$ cat src/logic/coord_regs.svh
// register offsets, field positions, reset values and timing counts
`ifndef COORD_REGS_SVH
`define COORD_REGS_SVH

// ------------------------------------------------------------
// register offsets
// ------------------------------------------------------------
`define REG_CTRL     8'h00
`define REG_IDS      8'h04
`define REG_SHOT     8'h08
`define REG_SER      8'h0c
`define REG_FRAME    8'h10
`define REG_ERR_LO   8'h14
`define REG_ERR_HI   8'h18
`define REG_CMD_ON   8'h1c
`define REG_CMD_OFF  8'h20
`define REG_CMD_LEN  8'h24
`define REG_STAT     8'h28

// ------------------------------------------------------------
// field positions
// ------------------------------------------------------------
`define CTRL_MODE_LSB 0
`define CTRL_SHOT_BIT 2
`define CTRL_HOLD_BIT 3
`define CTRL_HDR_BIT  4

// ------------------------------------------------------------
// reset values
// ------------------------------------------------------------
`define CTRL_RST     5'h10
`define IDS_RST      32'h0000_0002
`define SHOT_RST     16'h0064
`define SER_RST      7'h10
`define FRAME_RST    16'h0d02
`define ERR_LO_RST   32'h4f52_5245
`define ERR_HI_RST   12'h552
`define CMD_ON_RST   32'h004e_4f4c
`define CMD_OFF_RST  32'h4646_4f4c
`define CMD_LEN_RST  8'h43

// ------------------------------------------------------------
// timing
// ------------------------------------------------------------
`define CLK_PERIOD_NS 20
`define TICK_MS       1
`define TICK_CYCLES   ((`TICK_MS * 1000000) / `CLK_PERIOD_NS)

`endif

$ cat src/logic/coord_pkg.sv
// types shared by the trigger coordinator and its host framer
package coord_pkg;

  typedef enum logic [1:0] {
    MODE_FIRST = 2'h0,
    MODE_IMMED = 2'h1,
    MODE_DEFER = 2'h2
  } read_mode_t;

  typedef enum logic [4:0] {
    ST_IDLE  = 5'h01,
    ST_START = 5'h02,
    ST_READ  = 5'h04,
    ST_STOP  = 5'h08,
    ST_FLUSH = 5'h10
  } coord_state_t;

  typedef enum logic [3:0] {
    FR_IDLE = 4'h1,
    FR_HDR  = 4'h2,
    FR_DATA = 4'h4,
    FR_DLM  = 4'h8
  } frame_state_t;

  typedef enum logic {
    CMD_START = 1'b0,
    CMD_END   = 1'b1
  } cmd_kind_t;

  typedef struct packed {
    logic        valid;
    logic [4:0]  id;
    logic        ok;
    logic [3:0]  len;
    logic [63:0] data;
  } read_result_t;

  typedef struct packed {
    logic        valid;
    logic [4:0]  id;
    cmd_kind_t   kind;
    logic [2:0]  len;
    logic [31:0] text;
  } reader_cmd_t;

  typedef struct packed {
    logic [3:0]  len;
    logic [63:0] data;
  } host_msg_t;

  typedef struct packed {
    logic       valid;
    logic [7:0] ch;
  } host_char_t;

  typedef struct packed {
    logic       stop2;
    logic       par_odd;
    logic       par_en;
    logic       data8;
    logic [2:0] baud;
  } serial_cfg_t;

endpackage

$ cat src/logic/host_framer.sv
// frames one message as header, data characters and delimiter
`timescale 1ns/1ps
`default_nettype none
module host_framer
  import coord_pkg::*;
(
  // clock and reset
  input  wire logic       clk_sys,
  input  wire logic       arst_n,
  // message in
  input  wire logic       msg_valid,
  input  wire host_msg_t  msg,
  output logic            msg_ready,
  // framing
  input  wire logic       hdr_en,
  input  wire logic [7:0] hdr_ch,
  input  wire logic [7:0] dlm_ch,
  // host side
  output host_char_t      host_tx,
  input  wire logic       host_ready
);

  frame_state_t st_q, st_d;
  logic [63:0]  data_q, data_d;
  logic [3:0]   left_q, left_d;
  logic [7:0]   ch_q, ch_d;

  // a new message is taken only when the last one is out whole
  assign msg_ready     = (st_q == FR_IDLE);
  assign host_tx.valid = (st_q != FR_IDLE);
  assign host_tx.ch    = ch_q;

  // ------------------------------------------------------------
  // character sequencer
  // ------------------------------------------------------------
  always_comb
  begin
    logic [63:0] src;
    logic [3:0]  cnt;
    logic        go;
    src    = data_q;
    cnt    = left_q;
    go     = 1'b0;
    st_d   = st_q;
    data_d = data_q;
    left_d = left_q;
    ch_d   = ch_q;
    case (st_q)
      FR_IDLE:
      begin
        src = msg.data;
        cnt = msg.len;
        if (msg_valid && hdr_en)
        begin
          st_d   = FR_HDR;
          ch_d   = hdr_ch;
          data_d = msg.data;
          left_d = msg.len;
        end
        else if (msg_valid)
          go = 1'b1;
      end
      FR_HDR, FR_DATA:
        go = host_ready;
      FR_DLM:
        if (host_ready)
          st_d = FR_IDLE;
      default:
        st_d = FR_IDLE;
    endcase
    // data only, no reader id between header and delimiter
    if (go && cnt != 4'h0)
    begin
      st_d   = FR_DATA;
      ch_d   = src[7:0];
      data_d = {8'h00, src[63:8]};
      left_d = cnt - 4'h1;
    end
    else if (go)
    begin
      st_d = FR_DLM;
      ch_d = dlm_ch;
    end
  end

  always_ff @(posedge clk_sys or negedge arst_n)
  begin
    if (!arst_n)
    begin
      st_q   <= FR_IDLE;
      data_q <= 64'h0;
      left_q <= 4'h0;
      ch_q   <= 8'h00;
    end
    else
    begin
      st_q   <= st_d;
      data_q <= data_d;
      left_q <= left_d;
      ch_q   <= ch_d;
    end
  end
endmodule // host_framer
`default_nettype wire

$ cat src/logic/trigger_coordinator.sv
// multi-reader trigger coordinator: trigger fan-out and read policies
// Behaviour
// - trigger fans out to every connected reader
// - level type reads while trigger held
// - one-shot: rising edge opens timed window
// - first-read mode passes first good result
// - first read switches other readers' light off
// - first-read and immediate modes, nothing read: one error code to host
// - first result immediate, or held till trigger off
// - immediate mode forwards each good result at once
// - immediate mode: failed reader sends nothing
// - deferred mode: after trigger, ascending id order
// - deferred: one message per reader, error if failed
// - bus serial defaults 9600, 7 bits, even, 1 stop
// - error string matches readers, default ERROR
// - start and end commands match readers
// - data and commands are ascii strings
// - start command sent reader by reader
// - host message: header, data, delimiter only
`timescale 1ns/1ps
`default_nettype none
`include "coord_regs.svh"
module trigger_coordinator
  import coord_pkg::*;
#(
  parameter int TICK_CYCLES = `TICK_CYCLES
)
(
  // clock and reset
  input  wire logic        clk_sys,
  input  wire logic        arst_n,
  // register port
  input  wire logic [7:0]  reg_addr,
  input  wire logic [31:0] reg_wdata,
  input  wire logic        reg_wr,
  input  wire logic        reg_rd,
  output logic [31:0]      reg_rdata,
  // trigger pin
  input  wire logic        trig_pin,
  // reader bus
  input  wire read_result_t rd_res,
  output logic             rd_res_ready,
  output reader_cmd_t      rd_cmd,
  input  wire logic        rd_cmd_ready,
  output serial_cfg_t      bus_cfg,
  // host link
  output host_char_t       host_tx,
  input  wire logic        host_ready
);

  localparam int TW = $clog2(TICK_CYCLES);

  // lowest present id above 'from', or found bit clear
  function automatic logic [5:0] next_id(input logic [31:0] mask,
                                         input logic [4:0]  from);
    logic [5:0] r;
    r = 6'h00;
    for (int i = 31; i >= 1; i--)
      if (i > int'(from) && mask[i])
        r = {1'b1, 5'(i)};
    return r;
  endfunction

  // ------------------------------------------------------------
  // configuration registers
  // ------------------------------------------------------------
  logic [4:0]   ctrl_q;
  logic [31:0]  ids_q;
  logic [15:0]  shot_ms_q;
  serial_cfg_t  ser_q;
  logic [15:0]  frame_q;
  logic [31:0]  err_lo_q;
  logic [11:0]  err_hi_q;
  logic [31:0]  cmd_on_q;
  logic [31:0]  cmd_off_q;
  logic [7:0]   cmd_len_q;
  logic [31:0]  rd_mux;
  logic [31:0]  stat;

  read_mode_t   mode;
  logic         oneshot;
  logic         hold;
  logic [31:0]  mask_all;

  assign mode     = read_mode_t'(ctrl_q[`CTRL_MODE_LSB +: 2]);
  assign oneshot  = ctrl_q[`CTRL_SHOT_BIT];
  assign hold     = ctrl_q[`CTRL_HOLD_BIT];
  assign mask_all = {ids_q[31:1], 1'b0}; // id 0 never addresses a reader
  assign bus_cfg  = ser_q;

  // software writes, all fields at once per word
  always_ff @(posedge clk_sys or negedge arst_n)
  begin
    if (!arst_n)
    begin
      ctrl_q    <= `CTRL_RST;
      ids_q     <= `IDS_RST;
      shot_ms_q <= `SHOT_RST;
      ser_q     <= `SER_RST;
      frame_q   <= `FRAME_RST;
      err_lo_q  <= `ERR_LO_RST;
      err_hi_q  <= `ERR_HI_RST;
      cmd_on_q  <= `CMD_ON_RST;
      cmd_off_q <= `CMD_OFF_RST;
      cmd_len_q <= `CMD_LEN_RST;
    end
    else if (reg_wr)
    begin
      case (reg_addr)
        `REG_CTRL:    ctrl_q    <= reg_wdata[4:0];
        `REG_IDS:     ids_q     <= reg_wdata;
        `REG_SHOT:    shot_ms_q <= reg_wdata[15:0];
        `REG_SER:     ser_q     <= serial_cfg_t'(reg_wdata[6:0]);
        `REG_FRAME:   frame_q   <= reg_wdata[15:0];
        `REG_ERR_LO:  err_lo_q  <= reg_wdata;
        `REG_ERR_HI:  err_hi_q  <= reg_wdata[11:0];
        `REG_CMD_ON:  cmd_on_q  <= reg_wdata;
        `REG_CMD_OFF: cmd_off_q <= reg_wdata;
        `REG_CMD_LEN: cmd_len_q <= reg_wdata[7:0];
        default:      ;
      endcase
    end
  end

  // read selection; unmapped offsets read as zero
  always_comb
  begin
    case (reg_addr)
      `REG_CTRL:    rd_mux = {27'h0, ctrl_q};
      `REG_IDS:     rd_mux = mask_all;
      `REG_SHOT:    rd_mux = {16'h0, shot_ms_q};
      `REG_SER:     rd_mux = {25'h0, ser_q};
      `REG_FRAME:   rd_mux = {16'h0, frame_q};
      `REG_ERR_LO:  rd_mux = err_lo_q;
      `REG_ERR_HI:  rd_mux = {20'h0, err_hi_q};
      `REG_CMD_ON:  rd_mux = cmd_on_q;
      `REG_CMD_OFF: rd_mux = cmd_off_q;
      `REG_CMD_LEN: rd_mux = {24'h0, cmd_len_q};
      `REG_STAT:    rd_mux = stat;
      default:      rd_mux = 32'h0;
    endcase
  end

  // read data stands only in the cycle after the strobe
  always_ff @(posedge clk_sys or negedge arst_n)
  begin
    if (!arst_n)
      reg_rdata <= 32'h0;
    else
      reg_rdata <= reg_rd ? rd_mux : 32'h0;
  end

  // ------------------------------------------------------------
  // trigger window
  // ------------------------------------------------------------
  logic          trig_m_q, trig_s_q, trig_d_q;
  logic [TW-1:0] tick_q;
  logic [15:0]   shot_q;
  logic          win_q, win_now, win_rise, win_fall, trig_rise, tick;

  assign trig_rise = trig_s_q && !trig_d_q;
  assign tick      = (tick_q == TW'(TICK_CYCLES - 1));
  // level follows the pin, one-shot follows the ms countdown
  assign win_now   = oneshot ? (shot_q != 16'h0) : trig_s_q;
  assign win_rise  = win_now && !win_q;
  assign win_fall  = !win_now && win_q;

  // pin synchroniser, then edge history and the ms timer
  always_ff @(posedge clk_sys or negedge arst_n)
  begin
    if (!arst_n)
    begin
      trig_m_q <= 1'b0;
      trig_s_q <= 1'b0;
      trig_d_q <= 1'b0;
      win_q    <= 1'b0;
      tick_q   <= '0;
      shot_q   <= 16'h0;
    end
    else
    begin
      trig_m_q <= trig_pin;
      trig_s_q <= trig_m_q;
      trig_d_q <= trig_s_q;
      win_q    <= win_now;
      // restarting the divider on an edge keeps the window exact
      tick_q   <= (tick || (oneshot && trig_rise)) ? '0 : tick_q + TW'(1);
      if (oneshot && trig_rise)
        shot_q <= shot_ms_q;
      else if (!oneshot)
        shot_q <= 16'h0;
      else if (tick && shot_q != 16'h0)
        shot_q <= shot_q - 16'h1;
    end
  end

  // ------------------------------------------------------------
  // result capture
  // ------------------------------------------------------------
  coord_state_t st_q, st_d;
  logic         have_q, have_d, kill_act_q, kill_act_d;
  logic [4:0]   idx_q, idx_d, win_id_q;
  logic         kill_pend_q, end_pend_q, got_q;
  logic [31:0]  ok_q;
  logic [63:0]  store_q [32];
  logic [3:0]   slen_q [32];
  logic [31:0]  kill_mask, scan_mask;
  logic         collecting, res_hit, fwd_need, accept_ok, win_evt, store_wr;
  logic         msg_valid, msg_ready, msg_fire, cmd_fire, need_one;
  host_msg_t    msg, err_msg, flush_msg;

  assign kill_mask  = mask_all & ~(32'h1 << win_id_q);
  assign scan_mask  = kill_act_q ? kill_mask : mask_all;
  assign collecting = (st_q == ST_START || st_q == ST_READ)
                      && !(mode == MODE_FIRST && got_q);
  assign res_hit    = rd_res.valid && mask_all[rd_res.id];
  // failed reads are swallowed here in immediate mode
  assign fwd_need   = collecting && res_hit && rd_res.ok
                      && (mode == MODE_IMMED
                          || (mode == MODE_FIRST && !hold));
  // a reader waits rather than cut into a message on its way out
  assign rd_res_ready = !fwd_need || msg_ready;
  assign accept_ok  = rd_res.valid && rd_res_ready && collecting && res_hit && rd_res.ok;
  assign win_evt    = accept_ok && mode == MODE_FIRST;
  assign store_wr   = accept_ok && (mode == MODE_DEFER || (mode == MODE_FIRST && hold));

  // results are kept per reader id until the flush
  always_ff @(posedge clk_sys)
  begin
    if (store_wr)
    begin
      store_q[rd_res.id] <= rd_res.data;
      slen_q[rd_res.id]  <= rd_res.len;
    end
  end

  always_ff @(posedge clk_sys or negedge arst_n)
  begin
    if (!arst_n)
    begin
      ok_q        <= 32'h0;
      got_q       <= 1'b0;
      win_id_q    <= 5'h0;
      kill_pend_q <= 1'b0;
      end_pend_q  <= 1'b0;
    end
    else
    begin
      if (st_q == ST_IDLE && win_rise)
        ok_q <= 32'h0;
      else if (store_wr)
        ok_q[rd_res.id] <= 1'b1;
      if (st_q == ST_IDLE && win_rise)
        got_q <= 1'b0;
      else if (accept_ok)
        got_q <= 1'b1;
      if (win_evt)
        win_id_q <= rd_res.id;
      // the event wins over its own clear
      // a winner seen as the end scan starts must not leak into the next trigger
      kill_pend_q <= win_evt || (kill_pend_q && !(st_q == ST_READ)
                                 && !(st_q == ST_IDLE && win_rise));
      end_pend_q  <= win_fall || (end_pend_q && !(st_q == ST_READ && !kill_pend_q)
                                 && !(st_q == ST_IDLE && win_rise));
    end
  end

  // ------------------------------------------------------------
  // sequencing of commands and flush
  // ------------------------------------------------------------
  assign cmd_fire    = rd_cmd.valid && rd_cmd_ready;
  assign msg_fire    = msg_valid && msg_ready;
  assign need_one    = (mode == MODE_FIRST) ? (!got_q || hold) : !got_q;
  assign err_msg     = '{len: err_hi_q[11:8], data: {24'h0, err_hi_q[7:0], err_lo_q}};
  // a reader with nothing stored answers with the error string
  assign flush_msg   = ok_q[idx_q] ? host_msg_t'{len: slen_q[idx_q], data: store_q[idx_q]}
                                   : err_msg;
  assign msg_valid   = (st_q == ST_FLUSH) ? have_q : fwd_need;
  assign msg         = (st_q == ST_FLUSH) ? flush_msg
                                          : host_msg_t'{len: rd_res.len, data: rd_res.data};
  // commands go to one reader at a time, lowest id first
  assign rd_cmd.valid = (st_q == ST_START || st_q == ST_STOP) && have_q;
  assign rd_cmd.id    = idx_q;
  assign rd_cmd.kind  = (st_q == ST_STOP) ? CMD_END : CMD_START;
  assign rd_cmd.len   = (st_q == ST_STOP) ? cmd_len_q[6:4] : cmd_len_q[2:0];
  assign rd_cmd.text  = (st_q == ST_STOP) ? cmd_off_q : cmd_on_q;
  assign stat = {14'h0, got_q, kill_act_q, 2'h0, win_id_q, 3'h0, have_q, st_q};

  always_comb
  begin
    st_d       = st_q;
    have_d     = have_q;
    idx_d      = idx_q;
    kill_act_d = kill_act_q;
    case (st_q)
      ST_IDLE:
        if (win_rise)
        begin
          st_d              = ST_START;
          {have_d, idx_d}   = next_id(mask_all, 5'h0);
        end
      ST_START:
        if (!have_q)
          st_d = ST_READ;
        else if (cmd_fire)
          {have_d, idx_d} = next_id(mask_all, idx_q);
      ST_READ:
        if (kill_pend_q)
        begin
          st_d            = ST_STOP;
          kill_act_d      = 1'b1;
          {have_d, idx_d} = next_id(kill_mask, 5'h0);
        end
        else if (end_pend_q)
        begin
          st_d            = ST_STOP;
          {have_d, idx_d} = next_id(mask_all, 5'h0);
        end
      ST_STOP:
        if (!have_q && kill_act_q)
        begin
          st_d       = ST_READ;
          kill_act_d = 1'b0;
        end
        else if (!have_q)
        begin
          st_d = ST_FLUSH;
          if (mode == MODE_DEFER)
            {have_d, idx_d} = next_id(mask_all, 5'h0);
          else
          begin
            have_d = need_one;
            idx_d  = got_q ? win_id_q : 5'h0;
          end
        end
        else if (cmd_fire)
          {have_d, idx_d} = next_id(scan_mask, idx_q);
      ST_FLUSH:
        if (!have_q)
          st_d = ST_IDLE;
        else if (msg_fire && mode == MODE_DEFER)
          {have_d, idx_d} = next_id(mask_all, idx_q);
        else if (msg_fire)
          have_d = 1'b0;
      default:
        st_d = ST_IDLE;
    endcase
  end

  always_ff @(posedge clk_sys or negedge arst_n)
  begin
    if (!arst_n)
    begin
      st_q       <= ST_IDLE;
      have_q     <= 1'b0;
      idx_q      <= 5'h0;
      kill_act_q <= 1'b0;
    end
    else
    begin
      st_q       <= st_d;
      have_q     <= have_d;
      idx_q      <= idx_d;
      kill_act_q <= kill_act_d;
    end
  end

  // ------------------------------------------------------------
  // host framing
  // ------------------------------------------------------------
  host_framer u_framer (
    .clk_sys    (clk_sys),
    .arst_n     (arst_n),
    .msg_valid  (msg_valid),
    .msg        (msg),
    .msg_ready  (msg_ready),
    .hdr_en     (ctrl_q[`CTRL_HDR_BIT]),
    .hdr_ch     (frame_q[7:0]),
    .dlm_ch     (frame_q[15:8]),
    .host_tx    (host_tx),
    .host_ready (host_ready)
  );
endmodule // trigger_coordinator
`default_nettype wire

$ cat config.mk
export PLATFORM = sky130hd
export DESIGN_NAME = trigger_coordinator
export DESIGN_NICKNAME = d
export VERILOG_FILES = /design/src/logic/coord_pkg.sv /design/src/logic/host_framer.sv /design/src/logic/trigger_coordinator.sv
export VERILOG_INCLUDE_DIRS = /design/src /design/src/logic
export SDC_FILE = /design/constraint.sdc
export NUM_CORES = 2
export LEC_CHECK = 0
export ABC_CLOCK_PERIOD_IN_PS = 17500
export BUFFER_PORTS_ARGS = -buffer_cell sky130_fd_sc_hd__buf_2
export CAP_MARGIN = 0
export CORE_MARGIN = 4
export CORE_UTILIZATION = 30
export CTS_BUF_LIST = sky130_fd_sc_hd__clkbuf_2 sky130_fd_sc_hd__clkbuf_4 sky130_fd_sc_hd__clkbuf_8
export CTS_CLUSTER_SIZE = 14
export DETAILED_ROUTE_END_ITERATION = 16
export GPL_TIMING_DRIVEN = 1
export MAX_ROUTING_LAYER = met4
export SLEW_MARGIN = 10
export SYNTH_ARGS = -nofsm -noshare
export SYNTH_HDL_FRONTEND = slang
export SYNTH_SLANG_ARGS = --single-unit
$ cat constraint.sdc
create_clock -name clk_sys -period 17.5 [get_ports clk_sys]
set_clock_uncertainty 0.2 [all_clocks]
set_input_delay 1.75 -clock clk_sys [delete_from_list [all_inputs] [get_ports clk_sys]]
set_output_delay 1.75 -clock clk_sys [all_outputs]
set_load 0.01 [all_outputs]
## Yosys cells after proc, flatten, opt, wreduce, memory -nomap -nowiden

Memory sizes are Yosys's and may differ from the RTL's.
Cells that the tools add are included.

- Bits in registers: 392
- Bits in writable memories: 2176
- Logic and storage cells: 471
- Memories: 2

Memories:

| name | depth | width | rd ports | clocked after Yosys merged registers in | wr ports | line | RTL |
|---|---|---|---|---|---|---|---|
| store_q | 32 | 64 | 1 | 0 | 1 | trigger_coordinator.sv:205 | `logic [63:0] store_q [32];` |
| slen_q | 32 | 4 | 1 | 0 | 1 | trigger_coordinator.sv:206 | `logic [3:0] slen_q [32];` |

- Add/subtract/negate cells: 3
- Magnitude comparators: 34
- Equal/unequal tests: 40
- Shift operators: 1
- Muxes and demuxes: 208
- Bitwise operators: 3
- Reduce and logical (&&, ||, !) cells: 146

Operator list:

| kind | number |
|---|---|
| 2-to-1 mux 6 bit | 124 |
| case mux 32 bit (11 select lines) | 1 |
| 2-to-1 mux 64 bit | 4 |
| 2-to-1 mux 32 bit | 5 |
| 2-to-1 mux 68 bit | 2 |
| logical AND 1 bit | 95 |
| 2-to-1 mux 5 bit | 19 |
| greater-than comparator 5 bit, first input constant | 16 |
| 2-to-1 mux 16 bit | 4 |
| case mux 5 bit (5 select lines) | 2 |
| greater-than comparator 4 x 5 -> 1 bit, first input constant | 8 |
| bitwise AND 32 bit | 1 |
| equality test 8 x 5 -> 1 bit, second input constant | 4 |
| 2-to-1 mux 4 bit | 8 |
| 2-to-1 mux 8 bit | 4 |
| NOT 32 bit | 1 |
| OR 32 bit | 1 |
| << shifter 1 x 5 -> 32 bit, first input constant | 1 |
| 2-to-1 mux 1 bit | 27 |
| equality test 8 x 6 -> 1 bit, second input constant | 3 |
| AND reduction 2 bit | 12 |
| greater-than comparator 3 x 5 -> 1 bit, first input constant | 4 |
| adder 16 x 1 -> 16 bit, second input constant | 1 |
| equality test 16 bit, second input constant | 1 |
| other kinds (46) | 87 |

## Depth between registers and ports, before layout

- Depth after elaboration: 40
- Gate-level depth with buffers: 21
- Gate-level depth less buffers: 14

## Modules after synthesis

Synthesis repeated with hierarchy kept, for this count alone.

- Cells, all modules: 5649
- Area, all modules: 105616.3 um2

Modules (own cells, without submodules):

| module | instances | cells each | area an instance (um2) | sequential area each (um2) |
|---|---|---|---|---|
| trigger_coordinator | 1 | 5212 | 100725.4 | 73199.0 |
| host_framer | 1 | 437 | 4890.9 | 2003.2 |

## Worst setup path after synthesis

Ideal clock, no wire load.

- Path kind: in2reg
- Start: input rd_res[71] (netlist name)
- End: memory slen_q[12][0] (enable)
- Setup time: 0.496 ns
- Data arrival time: 6.251 ns
- Required time: 16.804 ns
- Path slack: 10.553 ns
- Cell stages on the path: 9
- Path buffers: 2
- Cell sequence: or3b_1 -> clkbuf_1 -> o32ai_1 -> nor2_1 -> nand3_1 -> nand2_1 -> or4_1 -> clkbuf_1 -> nor2_1

- Longest elaborated chain between the ends: 15

Ends and longest elaborated chain:

| item | line | RTL |
|---|---|---|
| start, declared | trigger_coordinator.sv:41 | `input wire read_result_t rd_res,` |
| binary-select mux 1 bit (select 5 bit) | trigger_coordinator.sv:216 | `assign res_hit = rd_res.valid && mask_all[rd_res.id];` |
| 2-to-1 mux 1 bit (not written as such) | trigger_coordinator.sv:216 |  |
| logical AND 1 bit | trigger_coordinator.sv:216 |  |
| logical AND 1 bit (2 in a row) | trigger_coordinator.sv:218 | `assign fwd_need = collecting && res_hit && rd_res.ok` |
| logical AND 1 bit | trigger_coordinator.sv:219 | `&& (mode == MODE_IMMED` |
| logical NOT 1 bit | trigger_coordinator.sv:222 | `assign rd_res_ready = !fwd_need \|\| msg_ready;` |
| logical OR 1 bit | trigger_coordinator.sv:222 |  |
| logical AND 1 bit (4 in a row) | trigger_coordinator.sv:223 | `assign accept_ok = rd_res.valid && rd_res_ready && collecting && res_hit && rd_res.ok;` |
| logical AND 1 bit | trigger_coordinator.sv:225 | `assign store_wr = accept_ok && (mode == MODE_DEFER \|\| (mode == MODE_FIRST && hold));` |
| 2-to-1 mux 1 bit | trigger_coordinator.sv:230 | `if (store_wr)` |
| 2-to-1 mux 1 bit (not written as such) | trigger_coordinator.sv:233 | `slen_q[rd_res.id] <= rd_res.len;` |
| end, declared | trigger_coordinator.sv:206 |  |

Parallel ways exist; a longest one is shown, timed or not. The select of a mux whose other input is x is not followed.

## Worst setup path after layout

- Start: register idx_q[1]
- End: register u_framer.ch_q[0]

- Longest elaborated chain between the ends: 9

Ends and longest elaborated chain:

| item | line | RTL |
|---|---|---|
| start, declared | trigger_coordinator.sv:202 | `logic [4:0] idx_q, idx_d, win_id_q;` |
| start signal, assigned | trigger_coordinator.sv:363 | `idx_q <= idx_d;` |
| binary-select mux 1 bit (select 5 bit) | trigger_coordinator.sv:276 | `assign flush_msg = ok_q[idx_q] ? host_msg_t'{len: slen_q[idx_q], data: store_q[idx_q]}` |
| 2-to-1 mux 1 bit (not written as such) | trigger_coordinator.sv:276 |  |
| 2-to-1 mux 68 bit (*) | trigger_coordinator.sv:276 |  |
| 2-to-1 mux 68 bit (*) | trigger_coordinator.sv:279 | `assign msg = (st_q == ST_FLUSH) ? flush_msg` |
| 2-to-1 mux 4 bit | host_framer.sv:48 | `case (st_q)` |
| nonzero test 4 bit | host_framer.sv:72 | `if (go && cnt != 4'h0)` |
| logical AND 1 bit | host_framer.sv:72 |  |
| nonzero test 3 bit (no source line) | n/a |  |
| AND reduction 2 bit (no source line) | n/a |  |
| end signal, assigned | host_framer.sv:100 | `ch_q <= ch_d;` |
| end, declared | host_framer.sv:26 | `logic [7:0] ch_q, ch_d;` |

Every way passes the cells marked *; elsewhere a longest branch is shown, timed or not. The select of a mux whose other input is x is not followed.
A chain may end at the register's enable or synchronous reset.

==> results.yml <==
routing:
  drt_iter0_markers: 7272
  wl_per_cell_um: 28.0
  drc_errors: 0
  drt_pre_antenna_iters: 8
  finalWirelength_mm: 308
  avgViaCountPerCell: 5.33
  postRouteAntennaNets: 0
  vias: 58800
worst_hold_path:
  min_path_type: "register to register"
  hold_start: "trig_m_q"
  whs_path_depth: 0
  holdPathEnd: "trig_s_q"
yosys:
  synth.yosys.seq_area_share_pct: 71.8
  synth-main-ff-cell: "edfxtp_1"
  synth_top_family_by_area: "multiplexers"
  yosysTopAreaCell: "edfxtp_1"
  yosysTopAreaCellShare_pct: 62.4
  synth_mux_area_share_pct: 17.2
  syn-cell-area_um2: 105000
  synthCells: 5634
  synth.area.top_cells: "edfxtp_1 62%, mux4_2 14%, dfrtp_1 7.9%, mux2_2 2.1%, dfstp_2 1.5%"
  synth_xor_area_share_pct: 0.159
  async_reset_ff_share_pct: 15.2
  synthAdderAreaFrac_pct: 0.0358
  yosysWarnings: 0
  yosys.area_share.simple_pct: 3.98
  synth_compound_area_share_pct: 5.16
  synth_edf_count: 2176
  syn_area_per_cell_um2: 18.6
  ys_ff_latch: 2567
  yosysUniqueCellTypes: 93
floorplan:
  row_count: 216
  fp.dieW_um: 599
  dieArea_um2: 359000
  core_um2: 347000
  initial_core_util_pct: 30.2
  die_h_um: 599
  io_pins: 213
run:
  drv_cap: 0
cells_and_area:
  final_cells: 11000
  layout-drive-gt1-share_pct: 31.1
  syn2layout_area_growth_pct: 14.5
  layout.nets: 6230
  final_core_util_pct: 34.6
placement:
  routabilityCongestion: 0.959
  place_ws_ns: 10.17
  placedCellCount: 10300
  place_hpwl_mm: 180
  io_buffers: 212
status:
  run_status: "complete, no violations"
worst_setup_path:
  worstReg2RegStart: "idx_q[1]"
  reg2regPathDepth: 15
  endpoint_kind: "register"
  required_ns: 18.23
  crit_start: "idx_q[1]"
  cp-start-kind: "register"
  cp_data_arrival_time_ns: 8.16
  timing.rr.end: "u_framer.ch_q[0]"
  regToRegSetupSlack_ns: 10.06
  critPathMaxFanout: 58
  crit_type: "register to register"
clock_tree:
  cts.path.max_buffers: 4
  htreeDepth: 5
  numCtsBuffers: 412
  clk_pin_slew_worst_paths_ns: 0.06
  cts_resized: 0
  cts_setup_buffers: 0
  clk_latency_ns: 1.12
  root_buffer: "clkbuf_8"
  postCtsHoldBufs: 0
  tritoncts: "done"
  cts_num_sinks: 2567
global_route:
  overflow: 0
  grt_usage_pct: 17.3
  grt_pass1_vias: 58900
  grt_max_degree: 169
  antenna_found_initial: 57
  grt_pass1_wl_mm: 440
sta:
  finalSetupTns_ns: 0
  fin_ws_ns: 10.06
  timing.slew.headroom_pct: 21.2
  tightestPinTransition_ns: 1.18
  finalMaxSlewViolations: 0
  fin_crit_sh_pct: 42.5
  setup_viol: 0
  clock.fmax_ghz: 0.134
  grt_setup_unrepaired: "no"
  hold_viol: 0
  min_period_ns: 7.44
power_and_ir_drop:
  p_per_area_nw_per_um2: 137
  leakage_nw: 40.5
  totalPowerFinal_mw: 16.4
  peakVddDrop_mv: 0.115
-- worst max-delay path by stage --
stage	endpoint
2_1_floorplan	slen_q[12][0]
3_3_place_gp	u_framer.ch_q[4]
3_5_place_dp	u_framer.ch_q[0]
4_1_cts	u_framer.ch_q[0]
5_1_grt	u_framer.ch_q[3]
6_report	u_framer.ch_q[0]
-- sequential cells by signal, indices dropped and copies added (netlist names), 31 cells and up --
name,flops
store_q,2048
slen_q,128
u_framer.data_q,64
cmd_off_q,32
cmd_on_q,32
err_lo_q,32
ok_q,32
reg_rdata,32
ids_q,31
-- cell families after synthesis --
kind of cell               after synthesis
AOI/OAI and AO/OA                      762
xor gates and xnor gates                19
adders and majority gates                3
buffers and inverters                  393
DFF                                   2567
muxes                                  951
other                                    1
and+or+nand+nor                        938
-- final cells by class --
class | count | area, um^2
Tap cell | 4578 | 5730
Antenna cell | 25 | 62.6
Fill cell | 32700 | 227000
Sequential cell | 2567 | 75200
Inverter | 37 | 145
Clock inverter | 158 | 1270
Clock buffer | 581 | 7110
Timing Repair Buffer | 346 | 2140
Multi-Input combinational cell | 2741 | 28300
-- power by group --
group | internal [mW] | switching (mW)
logic | 1.93 | 2.23
clock network | 2.84 | 2.41
registers | 6.76 | 0.260
total | 11.5 | 4.91
-- cells in the final DEF (no fill, tap or decap), types with 16 or more instances in the layout --
cell type     n
o21ai_0     130
conb_1       68
nand3_1      52
clkinv_1     84
o211ai_1     19
buf_2       211
nor2b_1      21
a31oi_1      33
o21a_1       48
a221o_1      55
nand3b_1     16
mux2_2      200
a211oi_1     41
or3_1        16
nor2_1      257
clkbuf_4    141
inv_1        34
clkbuf_8    440
a22oi_1     105
and2_1       17
clkinv_2     34
mux2i_1      92
dfstp_2      60
buf_4       129
diode_2      25
a222oi_1     20
edfxtp_1   2176
a21oi_1     134
o21ai_1      16
nand2_1     378
nor2_4       32
nor3_1       46
dfrtp_1     326
mux4_2      659
-- through the flow --
stage | hold slack, ns | cell area, um^2
detailed placement | 0.148 | 112000
global placement | 0.151 | 112000
CTS | 0.182 | 120000
finish | 0.181 | 120000
floorplan | 0.131 | 105000
global route | 0.186 | 120000
-- metal layers --
| layer | track usage (%) | part of all wire (%) | vias to the layer above |
|---|---|---|---|
| met3 | 3.26 | 8.0 | 590 |
| met5 | - | 0 | - |
| met2 | 26.8 | 47 | 2938 |
| met1 | 23.0 | 42 | 31400 |
| met4 | 5.51 | 3.3 | 0 |
| li1 | - | - | 23900 |
-- worst max-delay path, stage by stage, from the launching register on --
cell,delay [ns]
dfrtp_4,0.98
buf_4,0.80
nor2b_1,0.63
a22oi_1,0.26
a31oi_4,0.67
nand2_2,0.73
o211ai_1,0.29
a22oi_1,0.16
o21a_1,0.24
ha_1,0.28
nand2_1,0.11
nor2_1,0.07
a41oi_4,0.34
nand2_2,0.55
or3_1,0.56
a41oi_1,0.23
-- synth_stat cells, types with 14 or more instances --
master and number:
buf_4 22, inv_1 35, or3_1 16, nor2b_1 21
and2_1 17, o21ai_0 130, mux2_2 200, a31oi_1 33
nand2_1 379, a221o_1 55, a21oi_1 134, a22oi_1 105
buf_1 57, nand3b_1 16, buf_2 62, o22ai_1 14
clkbuf_1 192, o21a_1 48, nor4_1 14, mux2i_1 92
buf_6 18, dfstp_2 60, edfxtp_1 2176, nand3_1 53
mux4_2 659, nor3_1 46, o21ai_1 16, o211ai_1 19
nor2_1 295, dfrtp_1 331, a211oi_1 41, a222oi_1 20
(Power assumes the default switching activity.)
